===== src/verilog/clock_tree_map.vh =====
// register offsets, reset values and timing counts of the clock tree
`ifndef CLOCK_TREE_MAP_VH
`define CLOCK_TREE_MAP_VH
`define OFS_PRE_DIV 8'h00
`define OFS_MULT 8'h04
`define OFS_CORE_SYS 8'h08
`define OFS_CORE_PIX 8'h0C
`define OFS_OUT_BIT 8'h10
`define OFS_OUT_PIX 8'h14
`define OFS_FORMAT 8'h18
`define OFS_SIGNAL 8'h1C
`define OFS_MODE 8'h20
`define OFS_XSIZE 8'h24
`define OFS_STATUS 8'h28
`define OFS_EFFECT 8'h2C
`define RST_PRE_DIV 16'h0001
`define RST_MULT 16'h0040
`define RST_CORE_SYS 16'h0002
`define RST_CORE_PIX 16'h000A
`define RST_OUT_BIT 16'h0001
`define RST_OUT_PIX 16'h000A
`define RST_FORMAT 16'h0A0A
`define RST_SIGNAL 16'h0001
`define RST_XSIZE 16'h0640
`define CORE_SYS_FIXED 16'h0002
`define WIDTH_TEN 8'h0A
`define WIDTH_EIGHT 8'h08
`define LOCK_REF_CYCLES 6750
`define LOOP_SCALE 128
`define ST_STREAM_BIT 0
`define ST_LOCK_BIT 1
`endif


===== src/verilog/pixel_clock_tree.v =====
// sensor clock divider tree with wishbone register file
//
// Decided for this implementation: the Wishbone register port and the placing of the registers.
`timescale 1ns/1ps
`include "clock_tree_map.vh"
module pixel_clock_tree #(
    parameter LOCK_REF_CYCLES = `LOCK_REF_CYCLES,
    parameter LOOP_SCALE = `LOOP_SCALE
) (
    input wire core_clk,
    input wire sys_rst,
    input wire [31:0] wb_adr_i,
    input wire [31:0] wb_dat_i,
    output reg [31:0] wb_dat_o,
    input wire [3:0] wb_sel_i,
    input wire wb_we_i,
    input wire wb_cyc_i,
    input wire wb_stb_i,
    output reg wb_ack_o,
    input wire external_reference_clock,
    output reg loop_output_clock,
    output reg core_system_clock,
    output reg core_pixel_clock,
    output reg output_bit_clock,
    output reg output_pixel_clock,
    output reg streaming,
    output reg lock_wait,
    output reg bit_both_edges,
    output reg pixel_width_ten,
    output reg pixel_compressed,
    output reg [23:0] line_data_bits
);

// ============================================================
// helpers
function [15:0] non_zero;
    input [15:0] v;
    begin
        non_zero = (v == 16'h0000) ? 16'h0001 : v;
    end
endfunction

function [15:0] wr16;
    input [15:0] old;
    input [31:0] d;
    input [3:0] sel;
    begin
        wr16 = {sel[1] ? d[15:8] : old[15:8], sel[0] ? d[7:0] : old[7:0]};
    end
endfunction

// ============================================================
// registers
localparam [2:0] ST_STANDBY = 3'b001;
localparam [2:0] ST_LOCK = 3'b010;
localparam [2:0] ST_STREAM = 3'b100;

reg [15:0] pre_div_reg;
reg [15:0] mult_reg;
reg [15:0] core_sys_div_reg;
reg [15:0] core_pix_div_reg;
reg [15:0] out_bit_div_reg;
reg [15:0] out_pix_div_reg;
reg [15:0] format_reg;
reg [15:0] signal_reg;
reg [15:0] mode_reg;
reg [15:0] xsize_reg;
reg [2:0] state_reg;
reg [2:0] state_next;
reg [15:0] lock_cnt_reg;
reg ref_meta_reg;
reg ref_sync_reg;
reg ref_prev_reg;
reg [23:0] acc_reg;
reg [15:0] sys_cnt_reg;
reg [15:0] pix_cnt_reg;
reg [15:0] bit_cnt_reg;
reg [15:0] opix_cnt_reg;
reg [31:0] rd_data;

wire access = wb_cyc_i & wb_stb_i;
wire wr_do = access & wb_ack_o & wb_we_i;
wire in_standby = (state_reg == ST_STANDBY);
wire div_wr = wr_do & in_standby;
wire [7:0] ofs = wb_adr_i[7:0];
wire strobe = signal_reg[0];
wire ten_bit = (format_reg[7:0] == `WIDTH_TEN);
wire ref_rise = ref_sync_reg & ~ref_prev_reg;

// ============================================================
// effective values
wire [15:0] mult_even = {mult_reg[15:1], 1'b0};
wire [15:0] mult_eff = strobe ? {1'b0, mult_even[15:1]} : mult_reg;
wire [15:0] pre_eff = non_zero(pre_div_reg);
wire [15:0] core_sys_eff = 16'h0001;
wire [15:0] core_pix_prog = non_zero(core_pix_div_reg);
wire [15:0] core_pix_eff = strobe ? core_pix_prog :
    {core_pix_prog[14:0], 1'b0};
wire [15:0] out_bit_eff = non_zero(out_bit_div_reg);
wire [7:0] bits_per_pix = ten_bit ? `WIDTH_TEN : `WIDTH_EIGHT;
wire [15:0] out_pix_eff = strobe ? {9'h000, bits_per_pix[7:1]} :
    {8'h00, bits_per_pix};
wire [23:0] acc_limit = pre_eff * LOOP_SCALE[7:0];
wire [23:0] acc_sum = acc_reg + {8'h00, mult_eff};

// ============================================================
// bus slave
always @* begin
    rd_data = 32'h0000_0000;
    case (ofs)
        `OFS_PRE_DIV: rd_data = {16'h0000, pre_div_reg};
        `OFS_MULT: rd_data = {16'h0000, mult_reg};
        `OFS_CORE_SYS: rd_data = {16'h0000, core_sys_div_reg};
        `OFS_CORE_PIX: rd_data = {16'h0000, core_pix_div_reg};
        `OFS_OUT_BIT: rd_data = {16'h0000, out_bit_div_reg};
        `OFS_OUT_PIX: rd_data = {16'h0000, out_pix_div_reg};
        `OFS_FORMAT: rd_data = {16'h0000, format_reg};
        `OFS_SIGNAL: rd_data = {16'h0000, signal_reg};
        `OFS_MODE: rd_data = {16'h0000, mode_reg};
        `OFS_XSIZE: rd_data = {16'h0000, xsize_reg};
        `OFS_STATUS: rd_data = {30'h0000_0000, state_reg == ST_LOCK,
            state_reg == ST_STREAM};
        `OFS_EFFECT: rd_data = {mult_eff, core_pix_eff[7:0],
            out_pix_eff[7:0]};
        default: rd_data = 32'h0000_0000;
    endcase
end

always @(posedge core_clk) begin
    if (sys_rst) begin
        wb_ack_o <= 1'b0;
        wb_dat_o <= 32'h0000_0000;
    end else begin
        wb_ack_o <= access & ~wb_ack_o;
        if (access & ~wb_ack_o)
            wb_dat_o <= rd_data;
    end
end

always @(posedge core_clk) begin
    if (sys_rst) begin
        pre_div_reg <= `RST_PRE_DIV;
        mult_reg <= `RST_MULT;
        core_sys_div_reg <= `RST_CORE_SYS;
        core_pix_div_reg <= `RST_CORE_PIX;
        out_bit_div_reg <= `RST_OUT_BIT;
        out_pix_div_reg <= `RST_OUT_PIX;
        format_reg <= `RST_FORMAT;
        signal_reg <= `RST_SIGNAL;
        mode_reg <= 16'h0000;
        xsize_reg <= `RST_XSIZE;
    end else begin
        if (div_wr) begin
            case (ofs)
                `OFS_PRE_DIV: pre_div_reg <= wr16(pre_div_reg, wb_dat_i,
                    wb_sel_i);
                `OFS_MULT: mult_reg <= wr16(mult_reg, wb_dat_i, wb_sel_i);
                `OFS_CORE_SYS: core_sys_div_reg <= wr16(core_sys_div_reg,
                    wb_dat_i, wb_sel_i);
                `OFS_CORE_PIX: core_pix_div_reg <= wr16(core_pix_div_reg,
                    wb_dat_i, wb_sel_i);
                `OFS_OUT_BIT: out_bit_div_reg <= wr16(out_bit_div_reg,
                    wb_dat_i, wb_sel_i);
                `OFS_OUT_PIX: out_pix_div_reg <= wr16(out_pix_div_reg,
                    wb_dat_i, wb_sel_i);
                `OFS_FORMAT: format_reg <= wr16(format_reg, wb_dat_i,
                    wb_sel_i);
                `OFS_SIGNAL: signal_reg <= wr16(signal_reg, wb_dat_i,
                    wb_sel_i);
                `OFS_XSIZE: xsize_reg <= wr16(xsize_reg, wb_dat_i,
                    wb_sel_i);
                default: mode_reg <= mode_reg;
            endcase
        end
        if (wr_do && ofs == `OFS_MODE && wb_sel_i[0])
            mode_reg <= {15'h0000, wb_dat_i[0]};
    end
end

// ============================================================
// streaming sequencer
always @* begin
    state_next = state_reg;
    case (state_reg)
        ST_STANDBY: if (mode_reg[0]) state_next = ST_LOCK;
        ST_LOCK: begin
            if (!mode_reg[0])
                state_next = ST_STANDBY;
            else if (ref_rise && lock_cnt_reg ==
                LOCK_REF_CYCLES[15:0] - 16'h0001)
                state_next = ST_STREAM;
        end
        ST_STREAM: if (!mode_reg[0]) state_next = ST_STANDBY;
        default: state_next = ST_STANDBY;
    endcase
end

always @(posedge core_clk) begin
    if (sys_rst) begin
        state_reg <= ST_STANDBY;
        lock_cnt_reg <= 16'h0000;
        ref_meta_reg <= 1'b0;
        ref_sync_reg <= 1'b0;
        ref_prev_reg <= 1'b0;
    end else begin
        state_reg <= state_next;
        ref_meta_reg <= external_reference_clock;
        ref_sync_reg <= ref_meta_reg;
        ref_prev_reg <= ref_sync_reg;
        if (state_reg != ST_LOCK)
            lock_cnt_reg <= 16'h0000;
        else if (ref_rise)
            lock_cnt_reg <= lock_cnt_reg + 16'h0001;
    end
end

// ============================================================
// divider chains, each tick one core_clk wide
always @(posedge core_clk) begin
    if (sys_rst || state_reg != ST_STREAM) begin
        acc_reg <= 24'h00_0000;
        sys_cnt_reg <= 16'h0000;
        pix_cnt_reg <= 16'h0000;
        bit_cnt_reg <= 16'h0000;
        opix_cnt_reg <= 16'h0000;
        loop_output_clock <= 1'b0;
        core_system_clock <= 1'b0;
        core_pixel_clock <= 1'b0;
        output_bit_clock <= 1'b0;
        output_pixel_clock <= 1'b0;
    end else begin
        // rate mult_eff / (pre_eff * scale) of core_clk
        loop_output_clock <= (acc_sum >= acc_limit);
        acc_reg <= (acc_sum >= acc_limit) ? acc_sum - acc_limit : acc_sum;
        core_system_clock <= 1'b0;
        core_pixel_clock <= 1'b0;
        output_bit_clock <= 1'b0;
        output_pixel_clock <= 1'b0;
        if (loop_output_clock) begin
            if (sys_cnt_reg >= core_sys_eff - 16'h0001) begin
                sys_cnt_reg <= 16'h0000;
                core_system_clock <= 1'b1;
            end else
                sys_cnt_reg <= sys_cnt_reg + 16'h0001;
            if (bit_cnt_reg >= out_bit_eff - 16'h0001) begin
                bit_cnt_reg <= 16'h0000;
                output_bit_clock <= 1'b1;
            end else
                bit_cnt_reg <= bit_cnt_reg + 16'h0001;
        end
        if (core_system_clock) begin
            if (pix_cnt_reg >= core_pix_eff - 16'h0001) begin
                pix_cnt_reg <= 16'h0000;
                core_pixel_clock <= 1'b1;
            end else
                pix_cnt_reg <= pix_cnt_reg + 16'h0001;
        end
        if (output_bit_clock) begin
            if (opix_cnt_reg >= out_pix_eff - 16'h0001) begin
                opix_cnt_reg <= 16'h0000;
                output_pixel_clock <= 1'b1;
            end else
                opix_cnt_reg <= opix_cnt_reg + 16'h0001;
        end
    end
end

// ============================================================
// status and format outputs
always @(posedge core_clk) begin
    if (sys_rst) begin
        streaming <= 1'b0;
        lock_wait <= 1'b0;
        bit_both_edges <= 1'b0;
        pixel_width_ten <= 1'b0;
        pixel_compressed <= 1'b0;
        line_data_bits <= 24'h00_0000;
    end else begin
        streaming <= (state_reg == ST_STREAM);
        lock_wait <= (state_reg == ST_LOCK);
        bit_both_edges <= strobe;
        pixel_width_ten <= ten_bit;
        pixel_compressed <= ~ten_bit &&
            format_reg[15:8] == `WIDTH_TEN;
        line_data_bits <= xsize_reg * bits_per_pix;
    end
end

endmodule // pixel_clock_tree


===== config.mk =====
export PLATFORM = sky130hd
export DESIGN_NAME = pixel_clock_tree
export DESIGN_NICKNAME = d
export VERILOG_FILES = /design/src/verilog/pixel_clock_tree.v
export VERILOG_INCLUDE_DIRS = /design/src /design/src/verilog
export SDC_FILE = /design/constraint.sdc
export NUM_CORES = 1
export LEC_CHECK = 0
export ABC_AREA = 1
export BUFFER_PORTS_ARGS = -buffer_cell sky130_fd_sc_hd__buf_2
export CAP_MARGIN = 30
export CORE_MARGIN = 5
export CORE_UTILIZATION = 50
export CTS_CLUSTER_SIZE = 10
export DETAILED_ROUTE_END_ITERATION = 16
export PLACE_DENSITY_LB_ADDON = 0.15
export SLEW_MARGIN = 25
export SYNTH_ARGS = -nofsm -noshare
export SYNTH_HDL_FRONTEND = slang
export SYNTH_SLANG_ARGS = --single-unit

===== constraint.sdc =====
create_clock -name core_clk -period 12.6 [get_ports core_clk]
set_clock_uncertainty 0.1 [all_clocks]
set_input_delay 2.52 -clock core_clk [delete_from_list [all_inputs] [get_ports core_clk]]
set_output_delay 2.52 -clock core_clk [all_outputs]
set_load 0.01 [all_outputs]

* Yosys cells after proc, flatten, opt, wreduce, memory -nomap -nowiden *
Cells that the tools add are included.

operators by class
  shifts and indexed selects = 0
  equal/unequal tests = 22
  add/sub/neg operators = 10
  reduce and logical (&&, ||, !) cells = 32
  $lt $le $gt $ge = 5
  bitwise operators = 12
  multiplexer cells = 22
  multiply operators = 1
  divide/modulo/power cells = 0

operators by type and width
  cell                                                                                   count
  32-bit one-hot mux with 12 select lines                                                1
  16-bit two-way mux                                                                     9
  16-bit by 1-bit adder with 16-bit output (second input constant)                       5
  3-bit AND reduction                                                                    19
  16-bit greater-or-equal comparator                                                     3
  16-bit logical NOT                                                                     3
  8-bit by 4-bit == test with 1-bit output (second input constant)                       4
  8-bit by 5-bit == test with 1-bit output (second input constant)                       4
  8-bit by 6-bit == test with 1-bit output (second input constant)                       4
  16-bit by 1-bit subtractor with 16-bit output (second input constant)                  2
  24-bit by 16-bit adder with 24-bit output                                              1
  24-bit by 23-bit greater-or-equal comparator with 1-bit output                         1
  24-bit two-way mux                                                                     1
  24-bit by 23-bit subtractor with 24-bit output                                         1
  16-bit by 4-bit multiplier with 20-bit output                                          1
  16-bit by 13-bit == test with 1-bit output (second input constant)                     1
  16-bit by 1-bit greater-or-equal comparator with 1-bit output (second input constant)  1
  3-bit two-way mux                                                                      4
  3-bit one-hot mux with 3 select lines                                                  1
  8-bit by 3-bit == test with 1-bit output (second input constant)                       1
  8-bit logical NOT                                                                      1
  2-bit OR reduction                                                                     4
  1-bit bitwise AND                                                                      6
  3-bit inequality test (second input constant)                                          2
  12 further kinds                                                                       24

word-level totals
  output and inout port bits = 67
  RAM bits = 0
  memories kept = 0
  input bits = 74
  register bits after elaboration = 322
  ROM bits = 0
  bits in latches = 0

* Longest topological paths before layout *
Gate-level depths: netlist of run 1.

  depth after elaboration = 6
  gate-level depth with buffers = 32
  gate-level depth less buffers = 29

* Worst setup path after synthesis of run 1 *
OpenSTA, ideal clock, no wires.

  path type = flip-flop to flip-flop
  from = register signal_reg[0]
  to = register acc_reg[17]
  buffers on the path = 4
  arrival = 4.004 ns
  setup slack = 8.383 ns
  cell stages (with the launch flop) = 33
  data required time = 12.388 ns
  clock period less this slack = 4.217 ns
  path through = dfxtp_1 buf_6 buf_2 buf_2 nand2_1 o21ai_0 ha_1 inv_1 fa_1 inv_1 nand3_1 nand2_1 nand3_1 nand2_1 nand2_1 nand2_1 xor2_1 inv_1 ha_1 nand2_1 inv_1 nand2_1 nand2_1 nor2_2 inv_2 nand2_1 and2_4 nand2_2 nand2_4 nand3_4 buf_8 nand3_1 nand2_1

between the ends
  cells in the longest elaborated chain, start to end = 4
  elaborated cells on any way between the ends = 5

RTL lines
  what                                                                                                                                     line                    source
  start: declaration                                                                                                                       pixel_clock_tree.v:65   reg [15:0] signal_reg;
  start signal: assignment                                                                                                                 pixel_clock_tree.v:149  signal_reg <= `RST_SIGNAL;
  start signal: assignment                                                                                                                 pixel_clock_tree.v:168  `OFS_SIGNAL: signal_reg <= wr16(signal_reg, wb_dat_i,
  16-bit two-way mux (*)                                                                                                                   pixel_clock_tree.v:93   wire [15:0] mult_eff = strobe ? {1'b0, mult_even[15:1]} : mult_reg;
  24-bit by 16-bit adder with 24-bit output (*)                                                                                            pixel_clock_tree.v:104  wire [23:0] acc_sum = acc_reg + {8'h00, mult_eff};
  24-bit by 23-bit subtractor with 24-bit output / 24-bit by 23-bit greater-or-equal comparator with 1-bit output (equally long branches)  pixel_clock_tree.v:234  acc_reg <= (acc_sum >= acc_limit) ? acc_sum - acc_limit : acc_sum;
  24-bit two-way mux (*)                                                                                                                   pixel_clock_tree.v:234
  end signal: assignment                                                                                                                   pixel_clock_tree.v:234
  end: declaration                                                                                                                         pixel_clock_tree.v:74   reg [23:0] acc_reg;

Mark *: on every way between the ends. The rest lies on a longest branch, timed or not.
A chain may end at the register's enable or synchronous reset.

* Worst setup path in the final report of run 1 *
  from = register signal_reg[0]
  to = register acc_reg[8]

Same word-level chain as after synthesis.

==> impl_results.md, run 1 <==
* Syn Std Cell Area at 16900 µm²
* Multi-input gate area at 9190 µm²
* Peak VDD IR at 0.0926 mV
* Drt first pass iters at 5
* Met3 usage at 0.0403
* Total Routing Usage GR at 0.253
* Post-route ant nets at 0
* Number of buffers created by CTS at 37
* YS warnings at 0
* Slowest CP cell: dfxtp_2
* GR Util met2 at 0.401
* P_leak at 8.22 nW
* Antenna violations before repair at 0
* Largest net degree at the start of global routing at 110
* GP Congestion at 0.991
* Synth Area per Inst at 7.18 µm²
* Layout cells sized above 1 at 0.0929
* # H-tree levels at 2
* Post-CTS Hold Fix Bufs at 0
* Reg2reg path depth at 27
* Clock period minus worst slack at 4.84 ns
* Vias in the first global route at 14513
* RSZ-0062 raised after global routing: false
* Post-synthesis register bit count at 301
* Rows at 67
* Grt ovf at 0
* Worst R2R Setup Slack at 7.76 ns
* Slew headroom at 0.344
* Hold Path Class: reg -> reg
* Post-DP HPWL at 37000 µm
* Synth cell types at 59
* Critical path's most frequent cell: nand2_1
* Hold EP: ref_sync_reg$_SDFF_PP0_
* Max_cap viols at 0
* Worst Setup Path Type: reg -> reg
* Setup TNS Final at 0 ns
* Max reg flops at 32
* Ant diodes at 0
* Final slew viol count at 0
* Fmax at 0.207 GHz
* DRC Markers at 0
* RR Startpoint: signal_reg[0]$_SDFFE_PP1P_
* Top Ports at 141
* I/O Buffers at 93
* Final setup viols at 0
* Req. time, crit path at 12.94 ns
* Slew of the pin with the lowest slew margin at 0.983 ns
* PD cells at 107 nW/µm²
* Max Buffers Root-to-Sink at 3
* Clock sink total at 301
* WL final at 49600 µm
* CTS tree: built
* Cts repair resizes at 0
* CORE AREA at 33400 µm²
* Critical hold path startpoint: ref_meta_reg$_SDFF_PP0_
* Vias at 15686
* WHS Path Cells at 2
* First-pass GRT wire length at 77800 µm
* RR Endpoint: acc_reg[8]$_SDFF_PP0_
* WL/cell at 17.2 µm
* Sequential-to-total area share from yosys stat at 0.357
* Total power at 0.00199 W
* Startpoint types: flip-flop
* Post-Place Cells at 2829
* Cells after Synth at 2350
* Fill cells at 3241
* DIE WIDTH at 194 µm
* Die area at 37500 µm²
* Grt peak-use layer: met2
* DR iter-0 viols at 1187
* Reg area at 6030 µm²
* Fin crit share at 0.384
* Die Y at 194 µm
* Met1 Usage GRT at 0.354
* Util after Layout at 0.559
* Root Buffer: clkbuf_16
* Slowest stage delay, CP at 0.69 ns
* Synth-to-Final Area Change at 10.8%
* Crit path buf inv count at 2
* Non-filler instance count after layout at 2881
* Arrival time at the worst endpoint at 5.18 ns
* Starting density of the core at 0.504
* Setup bufs post-CTS at 0
* Critical path endpoint category: flip-flop
* Clk Latency, worst-skew pair at 0.54 ns
* CP top delay family: simple AND/OR/NAND/NOR gates
* CP Max Fanout at 35
* Post-layout nets at 2617
* Clock Pin Slew Worst Setup and Hold Paths at 0.06 ns
* Vias/cell at 5.44
* Final hold vios at 0
* Status: completed
==> cells by family after synthesis <==
group,count (synthesis),synth area share
flops,301,0.357
simple gates,863,0.232
other cells,1,0.000222
compound gates,575,0.184
buf+inv,418,0.0987
fa+ha+maj,123,0.0926
xor+xnor,69,0.0358
==> cell usage in the layout, fill, tap and decap left out, drive strengths merged, types with 20 or more instances in the layout <==
cell and instances:
a21oi 255, buf 99, clkbuf 48, dfxtp 301
ha 120, inv 344, nand2 393, nand3 94
nand4 38, nor2 251, nor3 47, nor4 20
o211ai 23, o21ai 214, o22ai 48, xnor2 22
xor2 47
==> power breakdown <==
part           switching, W  total [W]  leakage, nW  internal (W)
registers       0.000000587   0.000955         2.43      0.000954
logic             0.0000411  0.0000524         5.27     0.0000113
clock network      0.000408   0.000987        0.527      0.000579
total              0.000450    0.00199         8.22       0.00154
==> tightest hold or removal path, stage by stage, from the launching register on <==
cell	delay, ns
dfxtp_1	0.29
inv_1	0.04
nor2_1	0.03
==> cells in the mapped netlist, drive strengths merged <==
cell,number,area [µm²]
nand2,393,1520
inv,344,1290
dfxtp,301,6030
a21oi,255,1280
nor2,251,1080
o21ai,214,1080
ha,120,1500
nand3,94,498
o22ai,48,300
nor3,47,277
xor2,47,412
clkbuf,41,154
nand4,38,253
buf,31,198
o211ai,23,173
xnor2,22,193
nor4,20,138
a31oi,6,37.5
nor3b,6,50.1
a21o,5,38.8
o21a,5,37.5
nand3b,4,30.0
o21bai,4,30.0
a211oi,3,22.5
a221oi,3,26.3
a22o,3,26.3
and2,3,21.3
and3,3,18.8
fa,3,60.1
or2,3,18.8
a21boi,2,15.0
o2111ai,2,17.5
bufinv,1,17.5
clkinv,1,5.00
conb,1,3.75
o311ai,1,8.76
o41ai,1,8.76
or3,1,6.26
==> area by class of cell <==
class,count,area share
sequential,301,0.323
multi-input combinational,1635,0.492
tap,448,0.0300
clock inverter,4,0.00382
timing repair buffer,99,0.0273
inverter,346,0.0704
clock buffer,48,0.0540
==> stage by stage <==
step           hold WS [ns]  area [µm²]  setup WS (ns)
5_1_grt               0.335       18700           7.32
4_1_cts               0.310       18700           7.73
3_3_place_gp          0.292       17600           7.48
6_report              0.307       18700           7.76
3_5_place_dp          0.299       17600           7.46
2_1_floorplan         0.288       16900           8.38
==> routing by layer <==
| metal | part of all wire | wire, µm |
|---|---|---|
| met1 | 0.46 | 22600 |
| met2 | 0.44 | 21800 |
| met3 | 0.067 | 3300 |
| met4 | 0.037 | 1850 |
| met5 | 0.00097 | 48 |
==> how the worst max path moves through the flow <==
| stage | start | end | slack (ns) | depth (start not counted) |
|---|---|---|---|---|
| after floorplan | signal_reg[0]$_SDFFE_PP1P_ | acc_reg[17]$_SDFF_PP0_ | 8.38 | 32 |
| after global placement | wb_adr_i[1] | signal_reg[2]$_SDFFE_PP0P_ | 7.48 | 9 |
| after detailed placement | wb_adr_i[1] | signal_reg[2]$_SDFFE_PP0P_ | 7.46 | 9 |
| after CTS | signal_reg[0]$_SDFFE_PP1P_ | acc_reg[8]$_SDFF_PP0_ | 7.73 | 27 |
| after global routing | signal_reg[0]$_SDFFE_PP1P_ | acc_reg[8]$_SDFF_PP0_ | 7.32 | 28 |
| final | signal_reg[0]$_SDFFE_PP1P_ | acc_reg[8]$_SDFF_PP0_ | 7.76 | 27 |
Power figures use the tool's default switching activity.
==> inputs of run 2 (changes only) <==
==> constraint.sdc (replaced) <==
create_clock -name core_clk -period 4.9 [get_ports core_clk]
set_clock_uncertainty 0.1 [all_clocks]
set_input_delay 0.98 -clock core_clk [delete_from_list [all_inputs] [get_ports core_clk]]
set_output_delay 0.98 -clock core_clk [all_outputs]
set_load 0.01 [all_outputs]
==> run 2 against run 1 <==
Compared with the run above:
- setup slack worse by 7.4 ns
- routed wire length is 2.1% higher
- via count rose by 0.69%
- die area unchanged
- sequential power rose to 2.6 times the previous value
- count of clock-buffer cells in the layout is the same
- combinational power rose to 2.6 times the previous value
- core utilization is 0.54 points higher
- global-route usage is 0.61 points higher
- power grew to 2.6 times the previous value
- critical path type unchanged
- critical endpoint is now acc_reg[23]$_SDFF_PP0_
- largest cell class unchanged
- largest power group unchanged
- highest routed layer is now met4
==> impl_results.md, run 2 (synthesized netlist as in run 1, its figures left out) <==
* Status: completed
* Starting density of the core at 0.504 (unchanged)
* Clock period minus worst slack at 4.57 ns (-0.267 ns)
* Antenna violations before repair at 0 (unchanged)
* Final setup viols at 0 (unchanged)
* Net Sw Power at 0.00113 W (+150%)
* Final hold vios at 0 (unchanged)
* Rows at 67 (unchanged)
* Total Routing Usage GR at 0.260 (+0.00612)
* PD cells at 274 nW/µm² (+160%)
* Largest net degree at the start of global routing at 70 (-36%)
* CTS tree: built
* Ant diodes at 0 (unchanged)
* Critical path endpoint category: flip-flop
* Clock sink total at 301 (unchanged)
* Critical path's most frequent cell: nand2_1
* CP Max Fanout at 15 (-57%)
* Commonest non-fill, non-tap cell in the layout: nand2_1
* P_leak at 8.33 nW (+1.3%)
* Layout cells sized above 1 at 0.101 (+0.00842)
* Req. time, crit path at 5.27 ns (-7.67 ns)
* Fin crit share at 0.933 (+0.549)
* Peak VDD IR at 0.305 mV (+230%)
* Die area at 37500 µm² (unchanged)
* Sw Ratio at 0.219 (-0.00650)
* Slowest stage delay, CP at 0.39 ns (-0.30 ns)
* # H-tree levels at 2 (unchanged)
* DRC Markers at 0 (unchanged)
* Placed Instance Area at 17700 µm² (+0.47%)
* Max reg flops at 32 (unchanged)
* Slew of the pin with the lowest slew margin at 0.880 ns (-0.103 ns)
* Vias at 15795 (+0.69%)
* Clk Latency, worst-skew pair at 0.53 ns (about the same)
* Clock Pin Slew Worst Setup and Hold Paths at 0.06 ns (about the same)
* Max_cap viols at 0 (unchanged)
* Drt first pass iters at 6 (+1)
* Vias/cell at 5.45 (+0.17%)
* Most frequent cells in the layout: nand2_1, inv_1, dfxtp_1, a21oi_1, nor2_1
* Root Buffer: clkbuf_16
* Slew headroom at 0.413 (+0.0688)
* CORE AREA at 33400 µm² (unchanged)
* Post-layout nets at 2634 (+0.65%)
* Fmax at 0.219 GHz (+5.8%)
* DR iter-0 viols at 1264 (+6.5%)
* Worst Setup Path Type: reg -> reg
* First-pass GRT wire length at 79400 µm (+2.2%)
* Top Ports at 141 (unchanged)
* Hold Path Class: reg -> reg
* Slowest CP cell: dfxtp_4
* Die Y at 194 µm (unchanged)
* Synth-to-Final Area Change at 11.9%
* RSZ-0062 raised after global routing: false
* WL final at 50600 µm (+2.1%)
* Startpoint types: flip-flop
* Max Buffers Root-to-Sink at 3 (unchanged)
* WL/cell at 17.5 µm (+1.6%)
* Arrival time at the worst endpoint at 4.94 ns (-0.24 ns)
* Logic pwr share at 0.026 (about the same)
* Total power at 0.00518 W (+160%)
* Post-Layout Inst Area at 18900 µm² (+0.96%)
* DIE WIDTH at 194 µm (unchanged)
* Clock Power Share at 0.500 (+0.005)
* Vias in the first global route at 14440 (-0.50%)
* Number of buffers created by CTS at 37 (unchanged)
* Grt ovf at 0 (unchanged)
* Post-route ant nets at 0 (unchanged)
* Sequential share of power at 0.474 (-0.005)
* Post-DP HPWL at 37900 µm (+2.4%)
* I/O Buffers at 93 (unchanged)
* GP Congestion at 1.01 (+1.6%)
* Post-CTS Hold Fix Bufs at 0 (unchanged)
* Setup TNS Final at 0 ns (unchanged)
* Final slew viol count at 0 (unchanged)
* Int Pwr at 0.00404 W (+160%)
-- run 2: cell type report --
type / count / area (µm²)
multi-input cells: 1635 / 9200
repair buffers: 116 / 654
clock buffers: 48 / 1070
clock inverters: 2 / 38.8
flip-flops and latches: 301 / 6030
inverters: 346 / 1320
fillers: 3256 / 14600
well taps: 448 / 561
-- run 2: stage by stage --
stage,instances,hold slack (ns),util,setup slack (ns)
after floorplan,2354,0.288,-,0.683
after global placement,2840,0.293,0.529,0.344
after detailed placement,2840,0.299,0.529,0.262
after CTS,2890,0.306,0.562,0.240
after global routing,2896,0.329,0.564,0.0170
final,2896,0.305,0.564,0.330
-- run 2: what timing repair did --
item,CTS,global route
hold endpoints to repair,0,0
resized for setup,0,5
setup buffers,0,6
setup endpoints to repair,0,18
-- run 2: worst paths after layout --
| kind | from | endpoint | slack [ns] | cells after the start |
|---|---|---|---|---|
| worst max-delay path | signal_reg[0]$_SDFFE_PP1P_ | acc_reg[23]$_SDFF_PP0_ | 0.33 | 29 |
| worst min-delay path | ref_meta_reg$_SDFF_PP0_ | ref_sync_reg$_SDFF_PP0_ | 0.30 | 2 |
| worst max register to register | signal_reg[0]$_SDFFE_PP1P_ | acc_reg[23]$_SDFF_PP0_ | 0.33 | 29 |
| worst min register to register | ref_meta_reg$_SDFF_PP0_ | ref_sync_reg$_SDFF_PP0_ | 0.30 | 2 |
-- run 2: power by group through the flow --
stage | clock network, W | logic [W] | registers, W
floorplan | 0 | 0.0000651 | 0.00251
global placement | 0 | 0.000132 | 0.00251
detailed placement | 0 | 0.000132 | 0.00251
CTS | 0.00263 | 0.000132 | 0.00245
global route | 0.00275 | 0.000144 | 0.00245
finish | 0.00259 | 0.000136 | 0.00245
-- run 2: critical path, delay by kind of cell (launching register included) --
kind	cells	cell delay, ns
AOI/OAI and AO/OA	1	0.19
and+or+nand+nor	20	2.31
buffers and inverters	5	0.55
DFF	1	0.39
adders and majority gates	3	0.94
-- run 2: metal layers --
metal  share of wire  routed length [µm]  track usage
met1            0.45               22800        0.365
met2            0.45               22600        0.414
met3           0.075                3820       0.0417
met4           0.029                1450       0.0750
met5               0                   0            0
